`config.mk`:
```
export PLATFORM = sky130hd
export DESIGN_NAME = isc_top
export DESIGN_NICKNAME = d
export VERILOG_FILES = /design/src/hw/isc_pkg.sv /design/src/hw/isc_top.sv
export SDC_FILE = /design/constraint.sdc
export NUM_CORES = 2
export LEC_CHECK = 0
export BUFFER_PORTS_ARGS = -buffer_cell sky130_fd_sc_hd__buf_2
export CAP_MARGIN = 20
export CORE_ASPECT_RATIO = 2
export CORE_MARGIN = 5
export CORE_UTILIZATION = 50
export DETAILED_ROUTE_END_ITERATION = 8
export HOLD_SLACK_MARGIN = 0.02
export PLACE_DENSITY = 0.65
export SLEW_MARGIN = 20
export SYNTH_ARGS = -nofsm -noshare
export SYNTH_HDL_FRONTEND = slang
export SYNTH_SLANG_ARGS = --single-unit
```
`constraint.sdc`:
```
create_clock -name sys_clk -period 34.2 [get_ports sys_clk]
set_input_delay 1.71 -clock sys_clk [delete_from_list [all_inputs] [get_ports sys_clk]]
set_output_delay 1.71 -clock sys_clk [all_outputs]
set_load 0.01 [all_outputs]
```
`src/hw/isc_pkg.sv`:
```
package isc_pkg;
  // Clock rate and tick
  localparam int CLK_HZ = 100_000_000;
  localparam int PWM_HZ = 80; // Valve drive frequency
  localparam int PWM_PERIOD_CYC = CLK_HZ / PWM_HZ; // 1250000 cycles
  // Duty in half-percent units: 0..200
  localparam int DUTY_W = 8;
  localparam logic [DUTY_W-1:0] DUTY_FULL = 8'h00_C8;
  // Table geometry: seven breakpoints, -150..+150 in 50 rpm steps
  localparam int TBL_N = 7;
  localparam int ERR_STEP_RPM = 50;
  localparam int ERR_SPAN_RPM = 150;
  localparam int FUEL_N = 5;
  localparam logic [15:0] TARGET_STEP_RPM = 16'h0032;
  localparam logic [15:0] FUEL_UNITY = 16'h0064; // 100 percent
  // Register offsets
  localparam logic [7:0] REG_CTRL = 8'h00;
  localparam logic [7:0] REG_TARGET = 8'h04;
  localparam logic [7:0] REG_FAST_TARGET = 8'h08;
  localparam logic [7:0] REG_DECAY_TICKS = 8'h0C;
  localparam logic [7:0] REG_VALVE_CFG = 8'h10;
  localparam logic [7:0] REG_VALVE_TICKS = 8'h14;
  localparam logic [7:0] REG_SPARK_CFG = 8'h18;
  localparam logic [7:0] REG_SPARK_TICKS = 8'h1C;
  localparam logic [7:0] REG_VALVE_TBL = 8'h20; // 7 words
  localparam logic [7:0] REG_SPARK_TBL = 8'h40; // 7 words
  localparam logic [7:0] REG_FUEL_DUTY = 8'h60; // 5 words
  localparam logic [7:0] REG_FUEL_CORR = 8'h80; // 5 words
  localparam logic [7:0] REG_STATUS = 8'hA0;
  localparam logic [7:0] REG_OUTPUTS = 8'hA4;
  // Control bit positions
  localparam int CTRL_VALVE_EN = 0;
  localparam int CTRL_SPARK_EN = 1;
  // Check interval tick: one tick per 10 ms
  localparam int TICK_MS = 10;
  localparam int TICK_CYC = CLK_HZ / 1000 * TICK_MS;
  // Reset values of the settings
  localparam logic [15:0] RST_TARGET = 16'h03E8; // 1000 rpm
  localparam logic [15:0] RST_FAST_TARGET = 16'h0514; // 1300 rpm
  localparam logic [15:0] RST_DECAY_TICKS = 16'h0019; // Base ticks per decay step
  localparam logic [7:0] RST_VALVE_MAX = 8'h06; // Half percent
  localparam logic [7:0] RST_VALVE_MIN = 8'h4E; // Half percent
  localparam logic [15:0] RST_VALVE_TICKS = 16'h0055;
  localparam logic [7:0] RST_SPARK_MAX = 8'h08; // Degrees
  localparam logic [15:0] RST_SPARK_TICKS = 16'h0019;
  localparam int RST_FUEL_DUTY0 = 60; // First fuel breakpoint, half percent
  localparam int RST_FUEL_DUTY_STEP = 20; // Spacing of the default breakpoints
  localparam int PWM_MIN_CYC = 200; // One PWM count per half percent at least

  // Engine condition bundle
  typedef struct packed {
    logic [15:0] rpm;
    logic throttle_ok;
    logic speed_ok;
    logic coolant_ok;
    logic [DUTY_W-1:0] warm_duty;
  } isc_engine_s;

  // Register bus request
  typedef struct packed {
    logic [7:0] addr;
    logic [31:0] wdata;
    logic wr;
    logic rd;
  } isc_bus_s;
endpackage : isc_pkg

```
`src/hw/isc_top.sv`:
```
// Added by the designer: the register offsets and the strobed register port.
`timescale 1ns/1ns
// Behaviour
// - Valve trim runs only when enabled
// - Valve adjustment clamped to plus/minus limit
// - Valve correction updates once per interval
// - Final duty never below minimum duty while valve trim runs
// - Valve table indexed by error, -150..+150
// - Positive when slow, negative when fast
// - Valve entries in half-percent steps
// - Spark trim has its own enable
// - Spark adjustment clamped to plus/minus degrees
// - Spark updated once per own interval
// - Spark table by error, retard when fast
// - Fuel scale looked up from valve duty
// - Fuel table 100 percent means unchanged
// - Enabling conditions gate all trimming
// - Target decays 50 rpm per interval
// - Valve drive is 80 Hz low-side PWM
module isc_top
  import isc_pkg::*;
#(
  parameter int PWM_CYC = PWM_PERIOD_CYC,
  parameter int TICK_LEN = TICK_CYC
) (
  input wire logic sys_clk,
  input wire logic reset_n,
  input wire logic clk_en,
  input wire isc_pkg::isc_engine_s engine,
  input wire isc_pkg::isc_bus_s bus,
  output logic [31:0] rdata,
  output logic valve_low_n,
  output logic [DUTY_W-1:0] valve_duty,
  output logic signed [7:0] spark_corr,
  output logic [15:0] fuel_scale
);
  import isc_pkg::*;

  // Refuse settings that the logic cannot serve: the PWM needs one count per half percent,
  // and a tick of zero length would never fire
  if (PWM_CYC < PWM_MIN_CYC || TICK_LEN < 1) begin : g_bad_timing
    $error("isc_top: bad timing parameters");
  end

  // Reset synchroniser
  // Only the second flop feeds the design; the first may settle late on release
  logic rst_meta;
  logic rst_n;
  always_ff @(posedge sys_clk or negedge reset_n) begin
    if (!reset_n) begin
      rst_meta <= 1'b0;
      rst_n <= 1'b0;
    end else begin
      rst_meta <= 1'b1;
      rst_n <= rst_meta;
    end
  end

  // Configuration registers
  logic [1:0] ctrl;
  logic [15:0] target;
  logic [15:0] fast_target;
  logic [15:0] decay_ticks;
  logic [7:0] valve_max; // Authority, half percent
  logic [7:0] valve_min; // Floor, half percent
  logic [15:0] valve_ticks;
  logic [7:0] spark_max; // Authority, degrees
  logic [15:0] spark_ticks;
  logic signed [7:0] valve_tbl [TBL_N];
  logic signed [7:0] spark_tbl [TBL_N];
  logic [7:0] fuel_duty [FUEL_N];
  logic [15:0] fuel_corr [FUEL_N];

  // Address decode
  wire wr_ctrl = bus.wr && bus.addr == REG_CTRL;
  wire wr_tgt = bus.wr && bus.addr == REG_TARGET;
  wire wr_fast = bus.wr && bus.addr == REG_FAST_TARGET;
  wire wr_decay = bus.wr && bus.addr == REG_DECAY_TICKS;
  wire wr_vcfg = bus.wr && bus.addr == REG_VALVE_CFG;
  wire wr_vtk = bus.wr && bus.addr == REG_VALVE_TICKS;
  wire wr_scfg = bus.wr && bus.addr == REG_SPARK_CFG;
  wire wr_stk = bus.wr && bus.addr == REG_SPARK_TICKS;

  // Scalar register writes
  // Settings may change at any time; a new authority limit takes hold at the next check, a new floor at once
  always_ff @(posedge sys_clk or negedge rst_n) begin
    if (!rst_n) begin
      ctrl <= 2'b00;
      target <= RST_TARGET;
      fast_target <= RST_FAST_TARGET;
      decay_ticks <= RST_DECAY_TICKS;
      valve_max <= RST_VALVE_MAX;
      valve_min <= RST_VALVE_MIN;
      valve_ticks <= RST_VALVE_TICKS;
      spark_max <= RST_SPARK_MAX;
      spark_ticks <= RST_SPARK_TICKS;
    end else if (clk_en) begin
      if (wr_ctrl) ctrl <= bus.wdata[1:0];
      if (wr_tgt) target <= bus.wdata[15:0];
      if (wr_fast) fast_target <= bus.wdata[15:0];
      if (wr_decay) decay_ticks <= bus.wdata[15:0];
      if (wr_vcfg) begin
        valve_max <= bus.wdata[7:0];
        valve_min <= bus.wdata[15:8];
      end
      if (wr_vtk) valve_ticks <= bus.wdata[15:0];
      if (wr_scfg) spark_max <= bus.wdata[7:0];
      if (wr_stk) spark_ticks <= bus.wdata[15:0];
    end
  end

  // Table storage, one word per entry
  // Valve and spark entries are signed bytes; the upper bits of a write are ignored
  for (genvar g = 0; g < TBL_N; g++) begin : g_tbl
    always_ff @(posedge sys_clk or negedge rst_n) begin
      if (!rst_n) begin
        valve_tbl[g] <= 8'sh00;
        spark_tbl[g] <= 8'sh00;
      end else if (clk_en && bus.wr) begin
        if (bus.addr == REG_VALVE_TBL + 8'(4 * g)) valve_tbl[g] <= bus.wdata[7:0];
        if (bus.addr == REG_SPARK_TBL + 8'(4 * g)) spark_tbl[g] <= bus.wdata[7:0];
      end
    end
  end
  for (genvar g = 0; g < FUEL_N; g++) begin : g_fuel
    always_ff @(posedge sys_clk or negedge rst_n) begin
      if (!rst_n) begin
        fuel_duty[g] <= 8'(RST_FUEL_DUTY0 + RST_FUEL_DUTY_STEP * g);
        fuel_corr[g] <= FUEL_UNITY; // Neutral until programmed
      end else if (clk_en && bus.wr) begin
        if (bus.addr == REG_FUEL_DUTY + 8'(4 * g)) fuel_duty[g] <= bus.wdata[7:0];
        if (bus.addr == REG_FUEL_CORR + 8'(4 * g)) fuel_corr[g] <= bus.wdata[15:0];
      end
    end
  end

  // Base interval tick
  // Every check interval counts these ticks, so one counter serves all of them
  logic [31:0] tick_cnt;
  wire tick = tick_cnt == 32'(TICK_LEN - 1);
  always_ff @(posedge sys_clk or negedge rst_n) begin
    if (!rst_n) tick_cnt <= 32'h0000_0000;
    else if (clk_en) tick_cnt <= tick ? 32'h0000_0000 : tick_cnt + 32'h0000_0001;
  end

  // Enabling conditions
  // Losing any one condition drops both trims back to open loop at once
  wire active = engine.throttle_ok && engine.speed_ok && engine.coolant_ok;

  // Effective target: starts at fast target on entry, steps down
  logic [15:0] eff_target;
  logic [15:0] decay_cnt;
  logic active_d;
  wire decay_due = tick && decay_cnt + 16'h0001 >= decay_ticks;
  wire [15:0] stepped = eff_target - TARGET_STEP_RPM;
  wire [15:0] next_target = (eff_target <= target + TARGET_STEP_RPM) ? target : stepped;
  always_ff @(posedge sys_clk or negedge rst_n) begin
    if (!rst_n) begin
      eff_target <= RST_TARGET;
      decay_cnt <= 16'h0000;
      active_d <= 1'b0;
    end else if (clk_en) begin
      active_d <= active;
      if (active && !active_d) begin
        eff_target <= fast_target;
        decay_cnt <= 16'h0000;
      end else if (!active) begin
        eff_target <= target;
      end else if (decay_due) begin
        decay_cnt <= 16'h0000;
        eff_target <= next_target;
      end else if (tick) begin
        decay_cnt <= decay_cnt + 16'h0001;
      end
    end
  end

  // Speed error and table index, clipped to the end entries
  wire signed [17:0] err = $signed({2'b00, engine.rpm}) - $signed({2'b00, eff_target});
  // An error halfway between two breakpoints takes the higher one
  function automatic logic [2:0] err_index(input logic signed [17:0] e);
    logic signed [17:0] q;
    q = (e + 18'sd25 + 18'sd150) / 18'sd50; // Round to nearest breakpoint
    if (e <= -18'sd150) return 3'd0;
    if (e >= 18'sd150) return 3'd6;
    return q[2:0];
  endfunction
  wire [2:0] idx = err_index(err);
  // Tables hold positive-when-slow entries; error is rpm minus target
  wire signed [7:0] valve_step = valve_tbl[idx];
  wire signed [7:0] spark_step = spark_tbl[idx];

  // Valve and spark interval counters
  // Separate counters keep the two check intervals independent of each other
  logic [15:0] vcnt;
  logic [15:0] scnt;
  wire vdue = tick && vcnt + 16'h0001 >= valve_ticks;
  wire sdue = tick && scnt + 16'h0001 >= spark_ticks;
  always_ff @(posedge sys_clk or negedge rst_n) begin
    if (!rst_n) begin
      vcnt <= 16'h0000;
      scnt <= 16'h0000;
    end else if (clk_en && tick) begin
      vcnt <= vdue ? 16'h0000 : vcnt + 16'h0001;
      scnt <= sdue ? 16'h0000 : scnt + 16'h0001;
    end
  end

  // Accumulators with authority clamp
  // Clamping the running sum, not the step, lets the trim rest at its limit without winding up
  function automatic logic signed [9:0] clamp(input logic signed [9:0] v, input logic [7:0] lim);
    logic signed [9:0] l;
    l = $signed({2'b00, lim});
    if (v > l) return l;
    if (v < -l) return -l;
    return v;
  endfunction
  logic signed [9:0] vacc;
  logic signed [9:0] sacc;
  // Each trim needs its own enable as well as every enabling condition
  wire valve_on = ctrl[CTRL_VALVE_EN] && active;
  wire spark_on = ctrl[CTRL_SPARK_EN] && active;
  wire signed [9:0] next_vacc = clamp(vacc + 10'(valve_step), valve_max);
  wire signed [9:0] next_sacc = clamp(sacc + 10'(spark_step), spark_max);
  always_ff @(posedge sys_clk or negedge rst_n) begin
    if (!rst_n) begin
      vacc <= 10'sd0;
      sacc <= 10'sd0;
    end else if (clk_en) begin
      if (!valve_on) vacc <= 10'sd0;
      else if (vdue) vacc <= next_vacc;
      if (!spark_on) sacc <= 10'sd0;
      else if (sdue) sacc <= next_sacc;
    end
  end

  // Final duty: warmup plus trim, floored, capped at full
  // The floor binds only while trimming; in open loop the warmup duty passes untouched
  wire signed [10:0] raw = $signed({3'b000, engine.warm_duty}) + 11'(vacc);
  wire signed [10:0] floor_d = valve_on && raw < $signed({3'b000, valve_min}) ? $signed({3'b000, valve_min}) : raw;
  wire [DUTY_W-1:0] next_duty = floor_d < 0 ? '0 : (floor_d > $signed({3'b000, DUTY_FULL}) ? DUTY_FULL :
    floor_d[DUTY_W-1:0]);

  // Fuel scale from duty: nearest breakpoint at or below duty
  // Below the first breakpoint the first correction still applies; there is no interpolation
  logic [15:0] next_fuel;
  always_comb begin
    next_fuel = fuel_corr[0];
    for (int i = 1; i < FUEL_N; i++) begin
      if (next_duty >= fuel_duty[i]) next_fuel = fuel_corr[i];
    end
  end

  // PWM counter
  // The on-time follows the registered duty, so a change may land part way into a period
  logic [31:0] pwm_cnt;
  wire pwm_wrap = pwm_cnt == 32'(PWM_CYC - 1);
  wire [31:0] on_cyc = 32'((64'(PWM_CYC) * 64'(valve_duty)) / 64'(DUTY_FULL));
  always_ff @(posedge sys_clk or negedge rst_n) begin
    if (!rst_n) pwm_cnt <= 32'h0000_0000;
    else if (clk_en) pwm_cnt <= pwm_wrap ? 32'h0000_0000 : pwm_cnt + 32'h0000_0001;
  end

  // Read mux
  // Unmapped addresses read as zero; the tables are scanned in the default branch
  logic [31:0] next_rdata;
  always_comb begin
    next_rdata = 32'h0000_0000;
    case (bus.addr)
      REG_CTRL: next_rdata = {30'h0, ctrl};
      REG_TARGET: next_rdata = {16'h0, target};
      REG_FAST_TARGET: next_rdata = {16'h0, fast_target};
      REG_DECAY_TICKS: next_rdata = {16'h0, decay_ticks};
      REG_VALVE_CFG: next_rdata = {16'h0, valve_min, valve_max};
      REG_VALVE_TICKS: next_rdata = {16'h0, valve_ticks};
      REG_SPARK_CFG: next_rdata = {24'h0, spark_max};
      REG_SPARK_TICKS: next_rdata = {16'h0, spark_ticks};
      REG_STATUS: next_rdata = {eff_target, 13'h0, spark_on, valve_on, active};
      REG_OUTPUTS: next_rdata = {fuel_scale, spark_corr, valve_duty};
      default: begin
        for (int i = 0; i < TBL_N; i++) begin
          if (bus.addr == REG_VALVE_TBL + 8'(4 * i)) next_rdata = {{24{valve_tbl[i][7]}}, valve_tbl[i]};
          if (bus.addr == REG_SPARK_TBL + 8'(4 * i)) next_rdata = {{24{spark_tbl[i][7]}}, spark_tbl[i]};
        end
        for (int i = 0; i < FUEL_N; i++) begin
          if (bus.addr == REG_FUEL_DUTY + 8'(4 * i)) next_rdata = {24'h0, fuel_duty[i]};
          if (bus.addr == REG_FUEL_CORR + 8'(4 * i)) next_rdata = {16'h0, fuel_corr[i]};
        end
      end
    endcase
  end

  // Output registers
  // Read data stand for one cycle and then return to zero, so stale data never linger
  always_ff @(posedge sys_clk or negedge rst_n) begin
    if (!rst_n) begin
      rdata <= 32'h0000_0000;
      valve_low_n <= 1'b1;
      valve_duty <= '0;
      spark_corr <= 8'sh00;
      fuel_scale <= FUEL_UNITY;
    end else if (clk_en) begin
      rdata <= bus.rd ? next_rdata : 32'h0000_0000;
      valve_duty <= next_duty;
      spark_corr <= sacc[7:0];
      fuel_scale <= next_fuel;
      valve_low_n <= !(pwm_cnt < on_cyc);
    end
  end

  // Assertions
  // Valve trim stays at or under its positive authority, unless the limit was just lowered
  a_trim_limit: assert property (@(posedge sys_clk) disable iff (!rst_n)
    vacc <= $signed({2'b00, valve_max}) || $past(vacc) > $signed({2'b00, valve_max}))
    else $error("valve trim over limit");
  // While trimming, the driven duty never sits under the floor
  a_duty_floor: assert property (@(posedge sys_clk) disable iff (!rst_n)
    clk_en && valve_on && $stable(valve_on) |=> valve_duty >= $past(valve_min) || !$past(valve_on))
    else $error("duty under floor");
  // Valve trim only moves on its check interval
  a_hold_between: assert property (@(posedge sys_clk) disable iff (!rst_n)
    valve_on && !vdue && $past(valve_on) |=> $stable(vacc) || !valve_on)
    else $error("valve trim moved off interval");
  // A disabled valve trim is cleared
  a_off_zero: assert property (@(posedge sys_clk) disable iff (!rst_n)
    clk_en && !valve_on |=> vacc == 0)
    else $error("trim kept while disabled");
  // A disabled spark trim is cleared
  a_spark_off: assert property (@(posedge sys_clk) disable iff (!rst_n)
    clk_en && !spark_on |=> sacc == 0)
    else $error("spark trim kept while disabled");
  // Each spark update lands inside plus or minus the degree limit
  a_spark_limit: assert property (@(posedge sys_clk) disable iff (!rst_n)
    clk_en && spark_on && sdue |=> sacc <= $signed({2'b00, $past(spark_max)}) &&
    sacc >= -$signed({2'b00, $past(spark_max)}))
    else $error("spark trim over limit");
  // Spark trim only moves on its own check interval
  a_spark_hold: assert property (@(posedge sys_clk) disable iff (!rst_n)
    spark_on && !sdue |=> $stable(sacc))
    else $error("spark trim moved off interval");
  c_valve_update: cover property (@(posedge sys_clk) valve_on && vdue);
  c_spark_update: cover property (@(posedge sys_clk) spark_on && sdue);
  c_decay: cover property (@(posedge sys_clk) active && decay_due);
endmodule : isc_top

```
==> implementation parameters <==
Parameter                              Value

Global routing
  Initial antenna violation count ... 9
  Largest net degree at the start of global routing ... 158
  Number of global-route vias before repair ... 44014
  Residual overflow from global routing ... 0
  GRT Util Overall ... 32.7%
  Global-route wire length before repair ... 261000 um

Detailed routing
  DRC violation total after the first TritonRoute iteration ... 3209
  Via count normalized by instance count ... 6.57
  Total Wirelength ... 175000 um
  Number of nets with antenna violations after detailed routing ... 0
  WL/cell ... 25.8 um
  Number of vias after detailed routing ... 44530
  Count of unresolved DRC violations after routing ... 0
  Pre-Repair DR Iteration Count ... 9

Cells and area
  Fraction of layout cells with a size suffix above 1 ... 15.9%
  Final instance count without filler cells ... 6776
  Post-synthesis to final-layout area growth ... 7.53%
  Filler cell count ... 8934
  Final net count ... 5898
  Flip-flop and latch area ... 0.0140 sq mm
  Footprint of the multi-input gates ... 0.0320 sq mm

Clocking
  Post-CTS Repair Setup Buffers ... 0
  Num CTS Buffers ... 51
  Number of buffers on the longest clock path ... 3
  Clock tree root buffer cell ... sky130_fd_sc_hd__clkbuf_16
  Worst-skew pair later-pin latency ... 620 ps
  Clock-pin transition on the worst setup and hold timing paths ... 70 ps
  Total number of H-tree levels ... 2
  Total clock sinks ... 554
  Count of hold-fix buffers inserted at cts ... 0
  Resized cells post-CTS ... 0
  CTS tree ... done

Status
  Outcome ... completed

Yosys
  Post-synth EDFFs ... 0
  Post-synthesis instance total ... 5509
  Syn avg cell area ... 8.69 sq um
  Dominant synthesized flop cell ... sky130_fd_sc_hd__dfrtp_1
  Register bit count reported by yosys ... 554
  Synth cell types ... 140
  Synthesized Nets ... 5895
  Post-Syn Area ... 0.0479 sq mm
  Async set-reset flop share out of synthesis ... 100%
  Synth warn ... 0
  Seq/Total Area, Yosys ... 29.1%

Place
  Detailed placement HPWL ... 134000 um
  Placed Cells incl. Taps ... 6672
  Dpl ws ... 9590 ps
  Placer's final routability congestion estimate ... 1.05
  Number of port buffers ... 120

Critical path
  Setup crit start kind ... flop
  Worst Setup End Kind ... flop
  Critical path class ... flop to flop
  Most Frequent Cell on Critical Path ... sky130_fd_sc_hd__a21oi_1
  Worst Path Required ... 34720 ps
  Cell count of the worst reg-to-reg path ... 71
  Arrival time at the worst endpoint ... 25860 ps
  CP max FO ... 44
  Library cell contributing the largest single delay on the critical path ... sky130_fd_sc_hd__a222oi_1
  Delay of the slowest cell on the worst path ... 1000 ps

Timing
  Total negative slack ... 0 ps
  RSZ-0062 raised after global routing ... false
  Crit path setup slack, layout ... 8860 ps
  Highest Clock Rate ... 39.5 MHz
  Actual transition at the worst max-transition pin ... 1180 ps
  Final Hold Vio Count ... 0
  Worst slew margin relative to its limit ... 20.5%
  Final min period ... 25340 ps
  Pins Over Slew Limit ... 0
  Share of the clock period used by the worst path after layout ... 74.1%
  Clk_skew ... 33.2 ps
  Final setup fails ... 0

Die
  Die Area ... 0.102 sq mm
  Starting Density ... 50.4%
  I/O pins ... 137
  Die Span Y ... 448 um
  Die Span X ... 229 um
  Placeable Area ... 0.0951 sq mm
  # rows ... 160

Worst hold path
  Worst min path class ... flop to asynchronous set/reset pin

Job
  Max-capacitance violation count ... 0
routing by layer:
metal / global-route usage (%) / routed length (um) / vias up
met2: 60.1 / 88800 / 1728
li1: - / - / 20358
met4: 26.9 / 18100 / 8
met1: 32.5 / 58600 / 21786
met3: 4.40 / 9160 / 650
met5: 0 / 52 / -
state kept, by name (all words and copies together) (netlist names), 8 cells and up:
| signal | count |
|---|---|
| spark_ticks | 16 |
| fuel_duty | 40 |
| valve_max | 8 |
| fuel_scale | 16 |
| tick_cnt | 32 |
| spark_max | 8 |
| valve_min | 8 |
| valve_duty | 8 |
| spark_corr | 8 |
| spark_tbl | 56 |
| rdata | 32 |
| decay_ticks | 16 |
| vcnt | 16 |
| decay_cnt | 16 |
| pwm_cnt | 32 |
| fast_target | 16 |
| valve_tbl | 56 |
| vacc | 10 |
| target | 16 |
| scnt | 16 |
| sacc | 10 |
| eff_target | 16 |
| valve_ticks | 16 |
| fuel_corr | 80 |
placed cells by master (no fill, tap or decap), types with 39 or more instances in the layout:
cell type                   netlist  final
sky130_fd_sc_hd__o21ai_0        323    320
sky130_fd_sc_hd__clkbuf_16        0     53
sky130_fd_sc_hd__mux2_2         379    379
sky130_fd_sc_hd__xor2_1         113    113
sky130_fd_sc_hd__and3_1          68     68
sky130_fd_sc_hd__buf_2           29    119
sky130_fd_sc_hd__a21oi_1        302    297
sky130_fd_sc_hd__o211ai_1        39     39
sky130_fd_sc_hd__ha_1           292    292
sky130_fd_sc_hd__xnor2_1        239    239
sky130_fd_sc_hd__nor3_1         102     99
sky130_fd_sc_hd__a221oi_1        46     44
sky130_fd_sc_hd__nor2b_1         62     62
sky130_fd_sc_hd__a31oi_1         43     41
sky130_fd_sc_hd__a211oi_1        65     63
sky130_fd_sc_hd__a21o_1          63     63
sky130_fd_sc_hd__or3_1           45     45
sky130_fd_sc_hd__a22oi_1        103    103
sky130_fd_sc_hd__inv_1          281    281
sky130_fd_sc_hd__and2_1          58     58
sky130_fd_sc_hd__dfstp_2         68     68
sky130_fd_sc_hd__nand2b_1        98     98
sky130_fd_sc_hd__nor2_1         377    374
sky130_fd_sc_hd__nand3_1        167    167
sky130_fd_sc_hd__dfrtp_1        486    485
sky130_fd_sc_hd__buf_4            1     61
sky130_fd_sc_hd__mux2i_1         89     89
sky130_fd_sc_hd__nand4_1         98     98
sky130_fd_sc_hd__nand2_1        524    524
per-stage QoR:
step | utilization, % | cell area [sq um] | hold WS, ps
detailed placement | 52.2 | 49600 | 324
floorplan | - | 47900 | 331
finish | 54.1 | 51500 | 302
global route | 54.1 | 51500 | 360
CTS | 54.1 | 51400 | 327
global placement | 52.2 | 49600 | 316
path summary, 6_finish.rpt:
check	from	endpoint	slack [ps]
worst max-delay path	valve_duty[7]	valve_low_n	8860
worst min-delay path	rst_n	decay_ticks[13]	300
worst max register to register	valve_duty[7]	valve_low_n	8860
worst min register to register	rst_n	decay_ticks[13]	300
max in group asynchronous	rst_n	fast_target[1]	30900
min in group sys_clk	rst_meta	rst_n	350
cells by family (layout without fill, tap and decap cells):
| logic type | after synthesis | in the layout | synth area share [%] |
|---|---|---|---|
| mux | 473 | 473 | 11.0 |
| buf+inv | 526 | 571 | 4.31 |
| other cells | 1 | 8 | 0.00783 |
| flops | 554 | 554 | 29.1 |
| simple gates | 1779 | 1779 | 18.4 |
| fa+ha+maj | 332 | 332 | 8.93 |
| xor+xnor | 355 | 355 | 6.55 |
| compound gates | 1489 | 1489 | 21.7 |
worst max-delay path, delay by kind of cell, from the launching register on:
kind	cells	cell delay [ps]
flip-flops	1	950
AND/OR/NAND/NOR	16	5870
adder cells (fa/ha/maj)	8	3300
buffers and inverters	7	1300
AO/OA/AOI/OAI	38	12900
multiplexers	2	910
synthesized netlist by cell type (34+ instances only):
cell                       instances  area (sq um)
sky130_fd_sc_hd__dfstp_2          68          1790
sky130_fd_sc_hd__xnor2_1         239          2090
sky130_fd_sc_hd__nand2b_1         98           613
sky130_fd_sc_hd__and3_1           68           425
sky130_fd_sc_hd__nand3_1         167           836
sky130_fd_sc_hd__a21oi_1         302          1510
sky130_fd_sc_hd__ha_1            292          3650
sky130_fd_sc_hd__nor2b_1          62           388
sky130_fd_sc_hd__and2_1           58           363
sky130_fd_sc_hd__mux2_2          379          4270
sky130_fd_sc_hd__or3_1            45           282
sky130_fd_sc_hd__nand4_1          98           613
sky130_fd_sc_hd__xor2_1          113           990
sky130_fd_sc_hd__a31oi_1          43           269
sky130_fd_sc_hd__a211oi_1         65           488
sky130_fd_sc_hd__o21ai_0         323          1620
sky130_fd_sc_hd__dfrtp_1         486         12200
sky130_fd_sc_hd__nor3_1          102           510
sky130_fd_sc_hd__nor4_1           40           250
sky130_fd_sc_hd__o211ai_1         39           293
sky130_fd_sc_hd__nand2_1         524          1970
sky130_fd_sc_hd__nor2_1          377          1420
sky130_fd_sc_hd__a22oi_1         103           773
sky130_fd_sc_hd__o31ai_1          36           270
sky130_fd_sc_hd__a21o_1           63           473
sky130_fd_sc_hd__mux2i_1          89           891
sky130_fd_sc_hd__clkbuf_1        185           694
sky130_fd_sc_hd__a221oi_1         46           403
sky130_fd_sc_hd__inv_1           281          1050
sky130_fd_sc_hd__or2_2            34           213
layout make-up:
type | instances | share of cell area, %
antenna | 7 | 0.0340
clock buffer | 74 | 2.92
clock inverter | 21 | 0.527
inverter | 293 | 2.16
multi-input combinational | 4429 | 62.1
sequential | 554 | 27.1
tap | 1215 | 2.95
timing repair buffer | 183 | 2.18
Power is left out: the tool's default activity adds up to more than one toggle a clock period on the data nets, which glitch-free logic cannot reach.
